<file path="config.mk">
export PLATFORM = sky130hd
export DESIGN_NAME = dual_port_discrete_io
export DESIGN_NICKNAME = d
export VERILOG_FILES = /design/src/hw/discrete_io_pkg.sv /design/src/hw/dual_port_discrete_io.sv
export SDC_FILE = /design/constraint.sdc
export NUM_CORES = 1
export LEC_CHECK = 0
export ABC_CLOCK_PERIOD_IN_PS = 2400
export BUFFER_PORTS_ARGS = -buffer_cell sky130_fd_sc_hd__buf_2
export CAP_MARGIN = 20
export CORE_MARGIN = 3
export CORE_UTILIZATION = 52
export DETAILED_ROUTE_END_ITERATION = 12
export PLACE_DENSITY = 0.86
export RECOVER_POWER = 50
export SYNTH_ARGS = -nofsm -noshare
export SYNTH_HDL_FRONTEND = slang
export SYNTH_SLANG_ARGS = --single-unit
</file>
<file path="constraint.sdc">
create_clock -name clk_in -period 2.4 [get_ports clk_in]
set_input_delay 0 -clock clk_in [delete_from_list [all_inputs] [get_ports clk_in]]
set_output_delay 0 -clock clk_in [all_outputs]
set_load 0.05 [all_outputs]
</file>
<file path="src/hw/discrete_io_pkg.sv">
// constants shared by the dual discrete i/o port block
// assumes a 32-bit apb register bus and 8-bit ports
package discrete_io_pkg;
  localparam int PORT_W = 8;
  localparam int ADDR_W = 8;
  localparam logic [ADDR_W-1:0] OFF_E_FUNC = 8'h00;
  localparam logic [ADDR_W-1:0] OFF_F_FUNC = 8'h04;
  localparam logic [ADDR_W-1:0] OFF_E_DIR = 8'h08;
  localparam logic [ADDR_W-1:0] OFF_F_DIR = 8'h0c;
  localparam logic [ADDR_W-1:0] OFF_E_DATA_A = 8'h10;
  localparam logic [ADDR_W-1:0] OFF_F_DATA_A = 8'h14;
  localparam logic [ADDR_W-1:0] OFF_E_DATA_B = 8'h18;
  localparam logic [ADDR_W-1:0] OFF_F_DATA_B = 8'h1c;
  localparam int E_GAP_BIT = 3;
  localparam logic [PORT_W-1:0] RST_FUNC = 8'h00;
  localparam logic [PORT_W-1:0] RST_DIR = 8'h00;
  localparam logic [PORT_W-1:0] RST_DATA = 8'h00;
  // missing pin: function bit reads one, others read zero
  localparam logic [PORT_W-1:0] E_GAP_MASK = 8'h08;
endpackage : discrete_io_pkg

</file>
<file path="src/hw/dual_port_discrete_io.sv">
// two 8-bit discrete i/o ports with per-pin function select, behind apb
// assumes pins are outside the clock domain; bus-control side comes in as ports
// Operation
// sixteen pins, two ports, per-pin configuration
// port e data bit three reads zero
// function bit one selects bus control
// port e function bit three reads one
// direction one drives, zero is input
// port e direction bit three reads zero
// direction and data always readable, writable
// data write latches, outputs drive latch
// discrete inputs read live pin level
// each data register at two addresses
// bus-control pins ignore direction and latch
//
// Chosen here: the APB register port and the register offsets.
`timescale 1ns/1ps
`default_nettype none
module dual_port_discrete_io (
  input wire logic clk_in,
  input wire logic rst_n_in,
  input wire logic psel_in,
  input wire logic penable_in,
  input wire logic pwrite_in,
  input wire logic [discrete_io_pkg::ADDR_W-1:0] paddr_in,
  input wire logic [31:0] pwdata_in,
  input wire logic [3:0] pstrb_in,
  output logic [31:0] prdata_out,
  output logic pready_out,
  output logic pslverr_out,
  input wire logic [discrete_io_pkg::PORT_W-1:0] port_e_pin_in,
  input wire logic [discrete_io_pkg::PORT_W-1:0] port_f_pin_in,
  output logic [discrete_io_pkg::PORT_W-1:0] port_e_pin_out,
  output logic [discrete_io_pkg::PORT_W-1:0] port_f_pin_out,
  output logic [discrete_io_pkg::PORT_W-1:0] port_e_pin_oe_n_out,
  output logic [discrete_io_pkg::PORT_W-1:0] port_f_pin_oe_n_out,
  input wire logic [discrete_io_pkg::PORT_W-1:0] port_e_ctrl_out_in,
  input wire logic [discrete_io_pkg::PORT_W-1:0] port_f_ctrl_out_in,
  input wire logic [discrete_io_pkg::PORT_W-1:0] port_e_ctrl_oe_in,
  input wire logic [discrete_io_pkg::PORT_W-1:0] port_f_ctrl_oe_in,
  output logic [discrete_io_pkg::PORT_W-1:0] port_e_ctrl_in_out,
  output logic [discrete_io_pkg::PORT_W-1:0] port_f_ctrl_in_out
);
  import discrete_io_pkg::*;

  logic [PORT_W-1:0] e_func_ff;
  logic [PORT_W-1:0] f_func_ff;
  logic [PORT_W-1:0] e_dir_ff;
  logic [PORT_W-1:0] f_dir_ff;
  logic [PORT_W-1:0] e_lat_ff;
  logic [PORT_W-1:0] f_lat_ff;
  logic [PORT_W-1:0] e_meta_ff;
  logic [PORT_W-1:0] f_meta_ff;
  logic [PORT_W-1:0] e_sync_ff;
  logic [PORT_W-1:0] f_sync_ff;
  logic [31:0] prdata_ff;

  wire access = psel_in & penable_in;
  wire wr_ok = access & pwrite_in & pstrb_in[0];
  wire rd_ok = access & ~pwrite_in;
  wire hit_e_func = paddr_in == OFF_E_FUNC;
  wire hit_f_func = paddr_in == OFF_F_FUNC;
  wire hit_e_dir = paddr_in == OFF_E_DIR;
  wire hit_f_dir = paddr_in == OFF_F_DIR;
  wire hit_e_data = (paddr_in == OFF_E_DATA_A) | (paddr_in == OFF_E_DATA_B);
  wire hit_f_data = (paddr_in == OFF_F_DATA_A) | (paddr_in == OFF_F_DATA_B);
  wire mapped = hit_e_func | hit_f_func | hit_e_dir | hit_f_dir | hit_e_data | hit_f_data;
  wire [PORT_W-1:0] wbyte = pwdata_in[PORT_W-1:0];

  // visible register values with the missing port e pin folded in
  wire [PORT_W-1:0] e_func_vis = e_func_ff | E_GAP_MASK;
  wire [PORT_W-1:0] e_dir_vis = e_dir_ff & ~E_GAP_MASK;
  wire [PORT_W-1:0] e_lat_vis = e_lat_ff & ~E_GAP_MASK;
  // discrete-input pins read the synchronised pin, all else the latch
  wire [PORT_W-1:0] e_in_sel = ~e_func_vis & ~e_dir_vis;
  wire [PORT_W-1:0] f_in_sel = ~f_func_ff & ~f_dir_ff;
  wire [PORT_W-1:0] e_data_rd = ((e_sync_ff & e_in_sel) | (e_lat_vis & ~e_in_sel)) & ~E_GAP_MASK;
  wire [PORT_W-1:0] f_data_rd = (f_sync_ff & f_in_sel) | (f_lat_ff & ~f_in_sel);

  wire [PORT_W-1:0] rd_byte = hit_e_func ? e_func_vis :
                              hit_f_func ? f_func_ff :
                              hit_e_dir ? e_dir_vis :
                              hit_f_dir ? f_dir_ff :
                              hit_e_data ? e_data_rd :
                              hit_f_data ? f_data_rd : 8'h00;

  assign pready_out = 1'b1;
  assign pslverr_out = access & ~mapped;
  assign prdata_out = prdata_ff;

  always_ff @(posedge clk_in) begin
    if (!rst_n_in) begin
      prdata_ff <= 32'h0000_0000;
    end else if (psel_in & ~penable_in & ~pwrite_in) begin
      prdata_ff <= {24'h00_0000, rd_byte};
    end
  end

  // configuration and data latches, writable whatever the pin state
  always_ff @(posedge clk_in) begin
    if (!rst_n_in) begin
      e_func_ff <= RST_FUNC;
      f_func_ff <= RST_FUNC;
      e_dir_ff <= RST_DIR;
      f_dir_ff <= RST_DIR;
      e_lat_ff <= RST_DATA;
      f_lat_ff <= RST_DATA;
    end else if (wr_ok) begin
      if (hit_e_func) e_func_ff <= wbyte & ~E_GAP_MASK;
      if (hit_f_func) f_func_ff <= wbyte;
      if (hit_e_dir) e_dir_ff <= wbyte & ~E_GAP_MASK;
      if (hit_f_dir) f_dir_ff <= wbyte;
      if (hit_e_data) e_lat_ff <= wbyte & ~E_GAP_MASK;
      if (hit_f_data) f_lat_ff <= wbyte;
    end
  end

  // two-flop pin synchronisers
  always_ff @(posedge clk_in) begin
    if (!rst_n_in) begin
      e_meta_ff <= 8'h00;
      f_meta_ff <= 8'h00;
      e_sync_ff <= 8'h00;
      f_sync_ff <= 8'h00;
    end else begin
      e_meta_ff <= port_e_pin_in;
      f_meta_ff <= port_f_pin_in;
      e_sync_ff <= e_meta_ff;
      f_sync_ff <= f_meta_ff;
    end
  end

  // per-pin mux between bus-control function and discrete i/o
  genvar g;
  generate
    for (g = 0; g < PORT_W; g++) begin : g_pin
      assign port_e_pin_out[g] = e_func_vis[g] ? port_e_ctrl_out_in[g] : e_lat_vis[g];
      assign port_f_pin_out[g] = f_func_ff[g] ? port_f_ctrl_out_in[g] : f_lat_ff[g];
      assign port_e_pin_oe_n_out[g] = e_func_vis[g] ? ~port_e_ctrl_oe_in[g] : ~e_dir_vis[g];
      assign port_f_pin_oe_n_out[g] = f_func_ff[g] ? ~port_f_ctrl_oe_in[g] : ~f_dir_ff[g];
    end
  endgenerate
  assign port_e_ctrl_in_out = e_sync_ff;
  assign port_f_ctrl_in_out = f_sync_ff;

  wire wr_e_data = wr_ok & hit_e_data;
  wire wr_f_dir = wr_ok & hit_f_dir;
  wire wr_e_func = wr_ok & hit_e_func;
  wire wr_f_func = wr_ok & hit_f_func;
  wire wr_e_dir = wr_ok & hit_e_dir;
  wire rd_setup = psel_in & ~penable_in & ~pwrite_in;

  // per-pin routing, one set for each pin of both ports
  generate
    for (g = 0; g < PORT_W; g++) begin : g_pin_chk

    end
  endgenerate
endmodule : dual_port_discrete_io
`default_nettype wire

</file>
==> results of run 1 <==
[worst max-delay path, delay by kind of cell]
kind | cells | cell delay, ns
buffers and inverters | 2 | 0.57
muxes | 1 | 0.32
and+or+nand+nor | 3 | 0.83
[power groups by stage]
stage / combinational (mW) / sequential [mW] / clock (mW)
2_1_floorplan: 0.237 / 1.53 / 0
3_3_place_gp: 0.352 / 1.48 / 0
3_5_place_dp: 0.359 / 1.48 / 0
4_1_cts: 0.389 / 1.45 / 0.868
5_1_grt: 0.412 / 1.45 / 0.925
6_report: 0.387 / 1.45 / 0.855
[worst min path at each step]
stage / startpoint / endpoint / slack [ns] / depth (start not counted)
after detailed placement: port_e_ctrl_out_in[3] / port_e_pin_out[3] / 0.0004 / 0
final: port_e_ctrl_out_in[3] / port_e_pin_out[3] / 0.0004 / 0
after global routing: port_e_ctrl_out_in[3] / port_e_pin_out[3] / 0.0004 / 0
after global placement: port_e_ctrl_out_in[3] / port_e_pin_out[3] / 0.0004 / 0
after CTS: port_e_ctrl_out_in[3] / port_e_pin_out[3] / 0.0004 / 0
after floorplan: port_e_pin_in[0] / e_meta_ff[0] / 0.13 / 1
[routing by layer]
layer  routed length [um]  share of wire
met5                    0              0
met4                  193          0.017
met3                  985          0.089
met2                 5130           0.46
met1                 4790           0.43
[logic make-up (layout without fill, tap and decap cells)]
kind of cell	after synthesis	in the layout
buf+inv	51	174
mux	71	71
compound gates	84	84
flops	85	85
simple gates	142	142
other cells	2	25
[layout make-up]
class	count	area (um2)
fill	653	2660
multi-input combinational	322	2280
sequential	85	1700
timing repair buffer	153	861
clock buffer	11	131
tap	102	128
clock inverter	5	27.5
inverter	5	18.8
[through the flow]
stage	area [um2]	power [mW]
global route	5140	2.79
finish	5140	2.69
detailed placement	4800	1.84
CTS	5200	2.71
floorplan	4310	1.76
global placement	4800	1.83
[cell usage after synthesis (2+ instances only)]
cell / n / area (um2)
and2_0: 2 / 12.5
buf_6: 2 / 22.5
a2111o_1: 4 / 45.0
a31o_2: 4 / 35.0
buf_4: 26 / 195
o31a_1: 4 / 35.0
a211oi_1: 4 / 30.0
dfxtp_1: 85 / 1700
nor2_1: 16 / 60.1
and3_1: 2 / 12.5
a32o_1: 4 / 40.0
a31oi_1: 4 / 25.0
nand2_1: 12 / 45.0
o21ai_0: 22 / 110
nand3_1: 8 / 40.0
a221o_1: 3 / 30.0
nor2b_1: 38 / 238
inv_1: 5 / 18.8
conb_1: 2 / 7.51
nor3b_1: 2 / 15.0
or3_1: 3 / 18.8
mux2_2: 15 / 169
and2_1: 33 / 206
or3b_2: 8 / 70.1
a21boi_1: 8 / 60.1
o21a_1: 4 / 30.0
nand2b_1: 5 / 31.3
a21oi_1: 15 / 75.1
clkbuf_1: 15 / 56.3
a22o_1: 3 / 26.3
o31ai_1: 3 / 22.5
mux2i_1: 56 / 561
nand4_4: 2 / 42.5
buf_2: 2 / 10.0
[flip-flops by register name, indices dropped and copies added, names as in the netlist]
register and cells:
prdata_out 8, port_e_ctrl_in_out 8, e_func_ff 7, e_meta_ff 8, f_meta_ff 8, e_lat_ff 7
f_func_ff 8, f_dir_ff 8, e_dir_ff 7, f_lat_ff 8, port_f_ctrl_in_out 8
[layout by cell type, fill, tap and decap left out, types with 3 or more instances in the layout]
| master | Yosys | final |
|---|---|---|
| buf_2 | 2 | 97 |
| dfxtp_1 | 85 | 85 |
| mux2i_1 | 56 | 56 |
| nor2b_1 | 38 | 38 |
| clkbuf_1 | 15 | 30 |
| conb_1 | 2 | 25 |
| dlygate4sd3_1 | 0 | 24 |
| and2_1 | 33 | 23 |
| o21ai_0 | 22 | 22 |
| nor2_1 | 16 | 16 |
| mux2_2 | 15 | 15 |
| a21oi_1 | 15 | 15 |
| nand2_1 | 12 | 12 |
| and2_0 | 2 | 12 |
| nand3_1 | 8 | 9 |
| clkbuf_8 | 0 | 9 |
| a21boi_1 | 8 | 8 |
| or3b_2 | 8 | 8 |
| inv_1 | 5 | 5 |
| nand2b_1 | 5 | 5 |
| o21a_1 | 4 | 4 |
| a211oi_1 | 4 | 4 |
| a2111o_1 | 4 | 4 |
| a31oi_1 | 4 | 4 |
| o31a_1 | 4 | 4 |
| a31o_2 | 4 | 4 |
| a32o_1 | 4 | 4 |
| clkinv_2 | 0 | 4 |
| buf_4 | 26 | 4 |
| or3_1 | 3 | 3 |
| a221o_1 | 3 | 3 |
| a22o_1 | 3 | 3 |
| o31ai_1 | 3 | 3 |
==> key figures, run 1 <==
Timing
  – Layout Skew: about 0.0099 ns
  – Endpoints failing hold: 0
  – Fmax: ~670 MHz
  – Setup WS post-layout: between 0.9 and 1 ns
  – Worst-margin pin slew: 0.991 ns
  – Slew HR: 0.339
  – Slew Limit Fails: 0
  – Tcrit/Tclk final: 0.623
  – Final hold slack: between 0.0004 and 0.0005 ns
  – Setup Viol. Count Final: 0
  – Final TNS setup: 0 ns
  – RSZ-0062 raised after global routing: no
  – Post-route minimum period: 1.49 ns

Layout
  – Share of post-route cells with drive strength above 1: 0.251
  – Post-layout util: 0.659
  – Antenna cells: 0
  – Area Growth Syn to Fin: 21.9%
  – # nets final: roughly 670
  – Final Non-Filler Cells: about 680

GRT
  – GR Layer Usage met2: 0.380
  – Tot GR Track Use: 0.238
  – Global routing's busiest layer: met2
  – First-pass GRT wire length: ~17000 um
  – Global Route met3 Usage: 0.0563
  – Overflow after GRT: 0
  – Number of global-route vias before repair: about 3400
  – Met1 Use GR: 0.306
  – Largest net degree at the start of global routing: 58
  – Initial antenna violation count: 0

Die
  – I/O pin count: roughly 180
  – Initial Util: 0.540
  – Floorplan row count: 32
  – Die Width: just under 100 um
  – Die Footprint: about 0.0092 mm2
  – Die Y-Extent: 96.1 um
  – Core Box Area: between 0.007 and 0.008 mm2

Place
  – DP Cell Count: roughly 640
  – GP Congestion: just over 0.9
  – Place WS: around 0.74 ns
  – PortBufs: about 120
  – Dpl hpwl: approximately 7700 um

Detailed routing
  – DRT Wirelength: between 10000 and 15000 um
  – DR WL/cell: about 16 um
  – # DRC: 0
  – Via/cell ratio: between 5 and 6
  – Routed Antenna Nets: 0
  – Via count: around 3700
  – TritonRoute pass-1 iters: 4
  – DRT iter0 DRCs: roughly 250

Synthesis
  – Synth async-reset ratio: 0
  – Ys flop type: dfxtp_1
  – Synth Cell Area: approximately 0.0042 mm2
  – Synth Area in Adders: 0
  – Library cells used by synthesis: 48
  – Mapped Cells: between 400 and 500
  – XOR/XNOR share of the synthesized area: 0
  – Yosys warnings: 0
  – Mean Syn Cell Area: approximately 9.7 um2
  – FF+latch count, synth: 85
  – Synth Area in Simple Gates: 0.212
  – Sequential-to-total area share from yosys stat: 0.403
  – Synth Area in Compound Gates: 0.137
  – Number of flops mapped to enable cells by yosys: 0
  – Post-synthesis mux area share: 0.173
  – Largest family of logic cells by synthesized area: simple AND/OR/NAND/NOR gates

Clock tree
  – Resized Gates After CTS: 0
  – Clk_lat worst skew: roughly 0.35 ns
  – CTS clk-pin slew, worst paths: ~0.07 ns
  – CTS Root Cell: clkbuf_8
  – CTS sink count: 85
  – Max Buffers Root-to-Sink: 2
  – CTS tree: built
  – H-tree depth: 3
  – CTS buffer count: 9
  – Post-CTS setup repair buffer count: 0
  – CTS hold repair buffers: 24

Pwr
  – P_sw: 0.757 mW
  – Reg power frac: 0.538
  – Total power per unit cell area: around 520 mW/mm2
  – Logic pwr share: 0.144
  – Leakage: 2.23 nW
  – Clock Power Share: 0.318
  – Cell Int Power: around 1.9 mW
  – Peak VDD IR: between 0.0004 and 0.0005 V
  – Sw Share: 0.281

Critical path
  – Crit Path Max Fanout: 35
  – Critical path launch point: paddr_in[2]
  – R2R depth: 4
  – Setup crit start kind: primary input
  – CP cell instances: buf_2 -> nor4_1 -> clkbuf_1 -> nand3_1 -> mux2i_1 -> nor2b_1
  – Max stage delay on crit path: between 0.5 and 0.6 ns
  – Slowest-stage cell, CP: nand3_1
  – RR Endpoint: prdata_out[5]
  – R2R setup slack: about 0.99 ns
  – Critical Path RT: roughly 2.6 ns
  – WS Path Type: primary input to register
  – R2R Path Start: e_func_ff[5]
  – Setup crit end kind: register
  – Crit path to: e_func_ff[2]
  – Crit path DAT: 1.73 ns

Run
  – Max-Cap Viols: 0

Status
  – Status: completed

Worst hold path
  – Hold Path Class: primary input to output port
Note: power is estimated with default switching activity, not from simulation.
==> inputs of run 2 (changes only) <==
--- a/config.mk
+++ b/config.mk
@@ -5,13 +5,13 @@
 export SDC_FILE = /design/constraint.sdc
 export NUM_CORES = 1
 export LEC_CHECK = 0
-export ABC_CLOCK_PERIOD_IN_PS = 2400
+export ABC_CLOCK_PERIOD_IN_PS = 1300
 export BUFFER_PORTS_ARGS = -buffer_cell sky130_fd_sc_hd__buf_2
 export CAP_MARGIN = 20
 export CORE_MARGIN = 3
-export CORE_UTILIZATION = 52
+export CORE_UTILIZATION = 43
 export DETAILED_ROUTE_END_ITERATION = 12
-export PLACE_DENSITY = 0.86
+export PLACE_DENSITY = 0.76
 export RECOVER_POWER = 50
 export SYNTH_ARGS = -nofsm -noshare
 export SYNTH_HDL_FRONTEND = slang
==> constraint.sdc (replaced) <==
create_clock -name clk_in -period 1.3 [get_ports clk_in]
set_input_delay 0 -clock clk_in [delete_from_list [all_inputs] [get_ports clk_in]]
set_output_delay 0 -clock clk_in [all_outputs]
set_load 0.05 [all_outputs]
==> run 2 against run 1 <==
Effect of this change: sequential cell count stayed put; global-route usage is 2.9 points lower; clock skew is 0.0033 ns higher; count of clock-buffer cells in the layout is 1 lower; sequential share of layout area is 3.6 points lower; worst hold slack hardly changed; cell count is 11% higher; clock power grew to 2.6 times the previous value; sequential power is 83% higher; critical path type is now register to register; largest cell class unchanged; largest power group unchanged.
==> key figures, run 2 (same netlist as run 1, synthesis figures left out) <==
Timing
  – Layout Skew: approximately 0.013 ns
  – Fmax: between 700 and 800 MHz
  – Worst-margin pin slew: about 0.61 ns
  – Final hold slack: 0.000112 ns
  – Slew Limit Fails: 0
  – Post-route minimum period: 1.29 ns
  – Setup Viol. Count Final: 0
  – RSZ-0062 raised after global routing: yes
  – Final TNS setup: 0 ns
  – Endpoints failing hold: 0
  – Tcrit/Tclk final: 0.994
  – Slew HR: 0.596

Clock tree
  – Clk_lat worst skew: around 0.35 ns
  – CTS sink count: 85
  – CTS Root Cell: clkbuf_8
  – Max Buffers Root-to-Sink: 2
  – H-tree depth: 3
  – CTS clk-pin slew, worst paths: ~0.080 ns
  – CTS buffer count: 9
  – CTS tree: built

Pwr
  – Power Total: 5.65 mW
  – Peak VDD IR: 0.000697 V
  – Total power per unit cell area: around 940 mW/mm2
  – Leakage: around 2.7 nW

GRT
  – Largest net degree at the start of global routing: 59
  – Number of global-route vias before repair: about 3700
  – Initial antenna violation count: 0
  – Tot GR Track Use: 0.209
  – First-pass GRT wire length: about 18000 um
  – Overflow after GRT: 0

Worst hold path
  – Hold_sp: port_e_ctrl_out_in[3]
  – Hold Path Class: primary input to output port
  – Hold path endpoint: port_e_pin_out[3]
  – Hold depth: 0

Layout
  – Share of post-route cells with drive strength above 1: 0.405
  – Filler instances: 727
  – Final Non-Filler Cells: 758
  – Commonest non-fill, non-tap cell in the layout: buf_2
  – Area Growth Syn to Fin: 42.1%
  – Commonest non-fill, non-tap cells in the layout: buf_2 (94), mux2i_1 (56), dfxtp_1 (52)
  – Multi-input logic area: roughly 0.0024 mm2
  – Post-route cell area: roughly 0.006 mm2
  – Storage cell area: between 0.0015 and 0.002 mm2
  – # nets final: a little over 700
  – Antenna cells: 0

Detailed routing
  – TritonRoute pass-1 iters: 5
  – # DRC: 0
  – DRT iter0 DRCs: around 230
  – DRT Wirelength: 11800 um
  – Via count: 3841
  – Routed wl met2: 5610 um
  – Met3 WL: between 900 and 1000 um
  – Top sig layer: met4
  – Met1 wire length: approximately 5000 um
  – Routed Antenna Nets: 0
  – Via/cell ratio: between 5 and 6
  – DR WL/cell: between 15 and 20 um

Critical path
  – R2R Path Start: port_e_ctrl_in_out[2]
  – Critical Path RT: around 1.5 ns
  – RR Endpoint: prdata_out[2]
  – Slowest-stage cell, CP: or3_1
  – Crit path max-delay family: simple AND/OR/NAND/NOR gates
  – Setup crit end kind: register
  – CP cell instances: or3b_2 -> a21oi_1 -> or3_1 -> a32o_1
  – WS Path Type: register to register
  – R2R setup slack: about 0.0083 ns
  – R2R depth: 4
  – Crit Path Max Fanout: 2
  – Crit path DAT: around 1.5 ns
  – Buf/Inv on CP: 0
  – Max stage delay on crit path: 0.36 ns
  – Setup crit start kind: register

Place
  – Post-Place Cell Area: around 0.0052 mm2
  – GP Congestion: approximately 0.89
  – DP Cell Count: 712
  – Dpl hpwl: 8690 um
  – PortBufs: ~120

Die
  – Die Footprint: approximately 0.011 mm2
  – Die Width: between 100 and 150 um
  – Die Y-Extent: ~110 um
  – I/O pin count: around 180
  – Initial Util: 0.450
  – Core Box Area: 0.00937 mm2
  – Floorplan row count: 35

Status
  – Status: completed

Run
  – Max-Cap Viols: 0
run 2: power by group:
group / leakage (nW) / internal [mW] / switching [mW] / total [mW]
Clock: 0.118 / 1.28 / 0.947 / 2.23
Sequential: 0.710 / 2.64 / 0.0210 / 2.66
Combinational: 1.86 / 0.273 / 0.489 / 0.762
Total: 2.69 / 4.19 / 1.46 / 5.65
run 2: final cells by class:
type,count,share of cell area
clock buffers,10,0.0213
inverters,5,0.00313
multi-input cells,322,0.393
clock inverters,6,0.0186
well taps,129,0.0269
repair buffers,201,0.242
flip-flops and latches,85,0.294
run 2: what timing repair did:
item                                   CTS  global route
gates resized for setup                 70            36
buffers inserted                         6             0
endpoints found under the hold margin   29             0
pin swaps                                0             1
setup endpoints to repair               26            25
hold buffers                            24             0
run 2: metal layers:
layer,vias up,global-route usage
li1,1869,-
met1,1778,0.280
met2,181,0.338
met3,13,0.0383
met4,0,0.0703
met5,-,0
run 2: how the worst max path moves through the flow:
stage / start / to / cells past startpoint
final: port_e_ctrl_in_out[2] / prdata_out[2] / 4
after global routing: e_func_ff[5] / prdata_out[5] / 4
after CTS: e_func_ff[6] / port_e_pin_out[6] / 3
after detailed placement: paddr_in[1] / e_func_ff[4] / 6
after global placement: paddr_in[1] / e_func_ff[2] / 6
after floorplan: port_f_ctrl_in_out[3] / prdata_out[3] / 4
run 2: through the flow:
step,util,setup slack (ns)
2_1_floorplan,-,-0.00907
5_1_grt,0.640,-0.0599
3_3_place_gp,0.556,0.0102
4_1_cts,0.633,-0.00130
3_5_place_dp,0.556,-0.0750
6_report,0.640,0.00833
==> inputs of run 3 (changes only) <==
--- a/config.mk
+++ b/config.mk
@@ -11,7 +11,8 @@
 export CORE_MARGIN = 3
 export CORE_UTILIZATION = 43
 export DETAILED_ROUTE_END_ITERATION = 12
-export PLACE_DENSITY = 0.76
+export MAX_ROUTING_LAYER = met4
+export PLACE_DENSITY = 0.73
 export RECOVER_POWER = 50
 export SYNTH_ARGS = -nofsm -noshare
 export SYNTH_HDL_FRONTEND = slang
==> run 3 against run 2 <==
Effect of this change: the run now ends with setup timing left; design area grew 0.13%; critical path depth is the same; clock skew shrank 0.0044 ns; largest cell class unchanged.
==> key figures, run 3 (same netlist as run 1, synthesis figures left out) <==
Status
  – Status: finished with violations
  – Failing checks: setup timing

Clock tree
  – CTS sink count: 85
  – CTS clk-pin slew, worst paths: roughly 0.080 ns
  – CTS Root Cell: clkbuf_8
  – H-tree depth: 3
  – Max Buffers Root-to-Sink: 2
  – Clk_lat worst skew: about 0.35 ns
  – CTS buffer count: 9
  – CTS tree: built

Worst hold path
  – Hold Path Class: primary input to output port
  – Hold_sp: port_e_ctrl_out_in[3]

GRT
  – Largest net degree at the start of global routing: between 60 and 70
  – Initial antenna violation count: 0
  – Overflow after GRT: 0
  – Tot GR Track Use: 0.226
  – First-pass GRT wire length: just under 20000 um
  – Number of global-route vias before repair: ~3800

Pwr
  – Reg power frac: 0.478
  – Total power per unit cell area: roughly 900 mW/mm2
  – P_sw: roughly 1.4 mW
  – Logic pwr share: 0.137
  – Sw Share: 0.261
  – Cell Int Power: between 4 and 5 mW
  – Peak VDD IR: 0.000553 V
  – Clock Power Share: 0.385
  – Leakage: ~2.7 nW

Detailed routing
  – # DRC: 0
  – Routed Antenna Nets: 0
  – DRT iter0 DRCs: 280
  – DRT Wirelength: roughly 12000 um
  – Via count: roughly 3900
  – Via/cell ratio: 5.18
  – DR WL/cell: 16.4 um
  – TritonRoute pass-1 iters: 5

Critical path
  – Slowest-stage cell, CP: dfxtp_4
  – R2R Path Start: f_func_ff[5]
  – Setup crit end kind: register
  – Buf/Inv on CP: 0
  – WS Path Type: register to register
  – Crit Path Max Fanout: 5
  – Critical path launch point: f_func_ff[5]
  – Critical Path RT: between 1.5 and 2 ns
  – CP cell instances: o21ai_1 -> a21oi_2 -> or3_1 -> a32o_1
  – Crit path DAT: between 1.5 and 2 ns
  – Max stage delay on crit path: between 0.3 and 0.4 ns
  – Crit path max-delay family: compound AO/OA/AOI/OAI gates
  – Setup crit start kind: register

Die
  – Core Box Area: roughly 0.0094 mm2
  – Initial Util: 0.450
  – I/O pin count: ~180
  – Die Y-Extent: 105 um
  – Die Width: between 100 and 150 um
  – Floorplan row count: 35
  – Die Footprint: between 0.01 and 0.015 mm2

Layout
  – Commonest non-fill, non-tap cells in the layout: buf_2 (87), mux2i_1 (56), dfxtp_1 (50)
  – Storage cell area: between 0.0015 and 0.002 mm2
  – Final Non-Filler Cells: ~750
  – Share of post-route cells with drive strength above 1: 0.409
  – Antenna cells: 0
  – Commonest non-fill, non-tap cell in the layout: buf_2
  – # nets final: 715
  – Filler instances: 768
  – Multi-input logic area: ~0.0024 mm2
  – Area Growth Syn to Fin: 42.3%

Timing
  – Slew HR: 0.593
  – Setup WS post-layout: -0.0213 ns
  – Post-route minimum period: approximately 1.3 ns
  – Tcrit/Tclk final: 1.02
  – Endpoints failing hold: 0
  – Fmax: approximately 760 MHz
  – RSZ-0062 raised after global routing: yes
  – Worst-margin pin slew: between 0.6 and 0.7 ns
  – Layout Skew: ~0.0088 ns
  – Setup Viol. Count Final: 2
  – Slew Limit Fails: 0

Place
  – Place WS: -0.0364 ns
  – Dpl hpwl: around 8500 um
  – DP Cell Count: about 700
  – PortBufs: 124
  – GP Congestion: between 0.9 and 1

Run
  – Max-Cap Viols: 0
run 3: metrics by stage:
step	area [um2]	utilization	power (mW)	hold slack (ns)	TNS [ns]
2_1_floorplan	4340	-	3.25	0.127	-0.0152
3_3_place_gp	5160	0.551	3.41	0.000370	-0.0172
3_5_place_dp	5160	0.551	3.42	0.000370	-0.146
4_1_cts	5890	0.629	5.58	0.000370	-0.00482
5_1_grt	6000	0.641	5.75	0.000300	-0.396
6_report	6000	0.641	5.55	0.000424	-0.0288
run 3: worst paths after layout:
path	endpoint	slack (ns)	cells after the start
worst min-delay path	port_e_pin_out[3]	0.0004	0
worst min register to register	port_f_ctrl_in_out[4]	0.44	1
worst max-delay path	prdata_out[5]	-0.02	4
worst max register to register	prdata_out[5]	-0.02	4
run 3: cell type report:
cell class,instances,share of cell area
multi-input combinational,322,0.397
sequential,85,0.297
timing repair buffer,195,0.239
tap,129,0.0269
clock buffer,13,0.0267
clock inverter,3,0.0113
inverter,5,0.00313
run 3: timing repair:
action                     in CTS  in global routing
buffers inserted                5                  3
gates resized for setup        84                 52
pin swaps                       0                  3
hold buffers                   24                  0
setup endpoints to repair      32                 29
hold endpoints to repair       35                  0
run 3: routing by layer:
| metal | global-route usage | vias up | share of wire |
|---|---|---|---|
| met3 | 0.0371 | 17 | 0.073 |
| met4 | 0.0787 | 0 | 0.015 |
| li1 | - | 1856 | - |
| met2 | 0.362 | 171 | 0.48 |
| met5 | - | - | 0 |
| met1 | 0.290 | 1851 | 0.43 |
run 3: power by group through the flow:
stage	Sequential [mW]	Combinational, mW	Clock [mW]
6_report	2.65	0.760	2.14
3_5_place_dp	2.73	0.690	0
3_3_place_gp	2.73	0.681	0
5_1_grt	2.66	0.805	2.29
2_1_floorplan	2.81	0.437	0
4_1_cts	2.66	0.748	2.17
run 3: worst reg2reg max path: stages (launching register included):
cell     delay, ns
dfxtp_4       0.37
o21ai_1       0.18
a21oi_2       0.07
or3_1         0.37
a32o_1        0.23
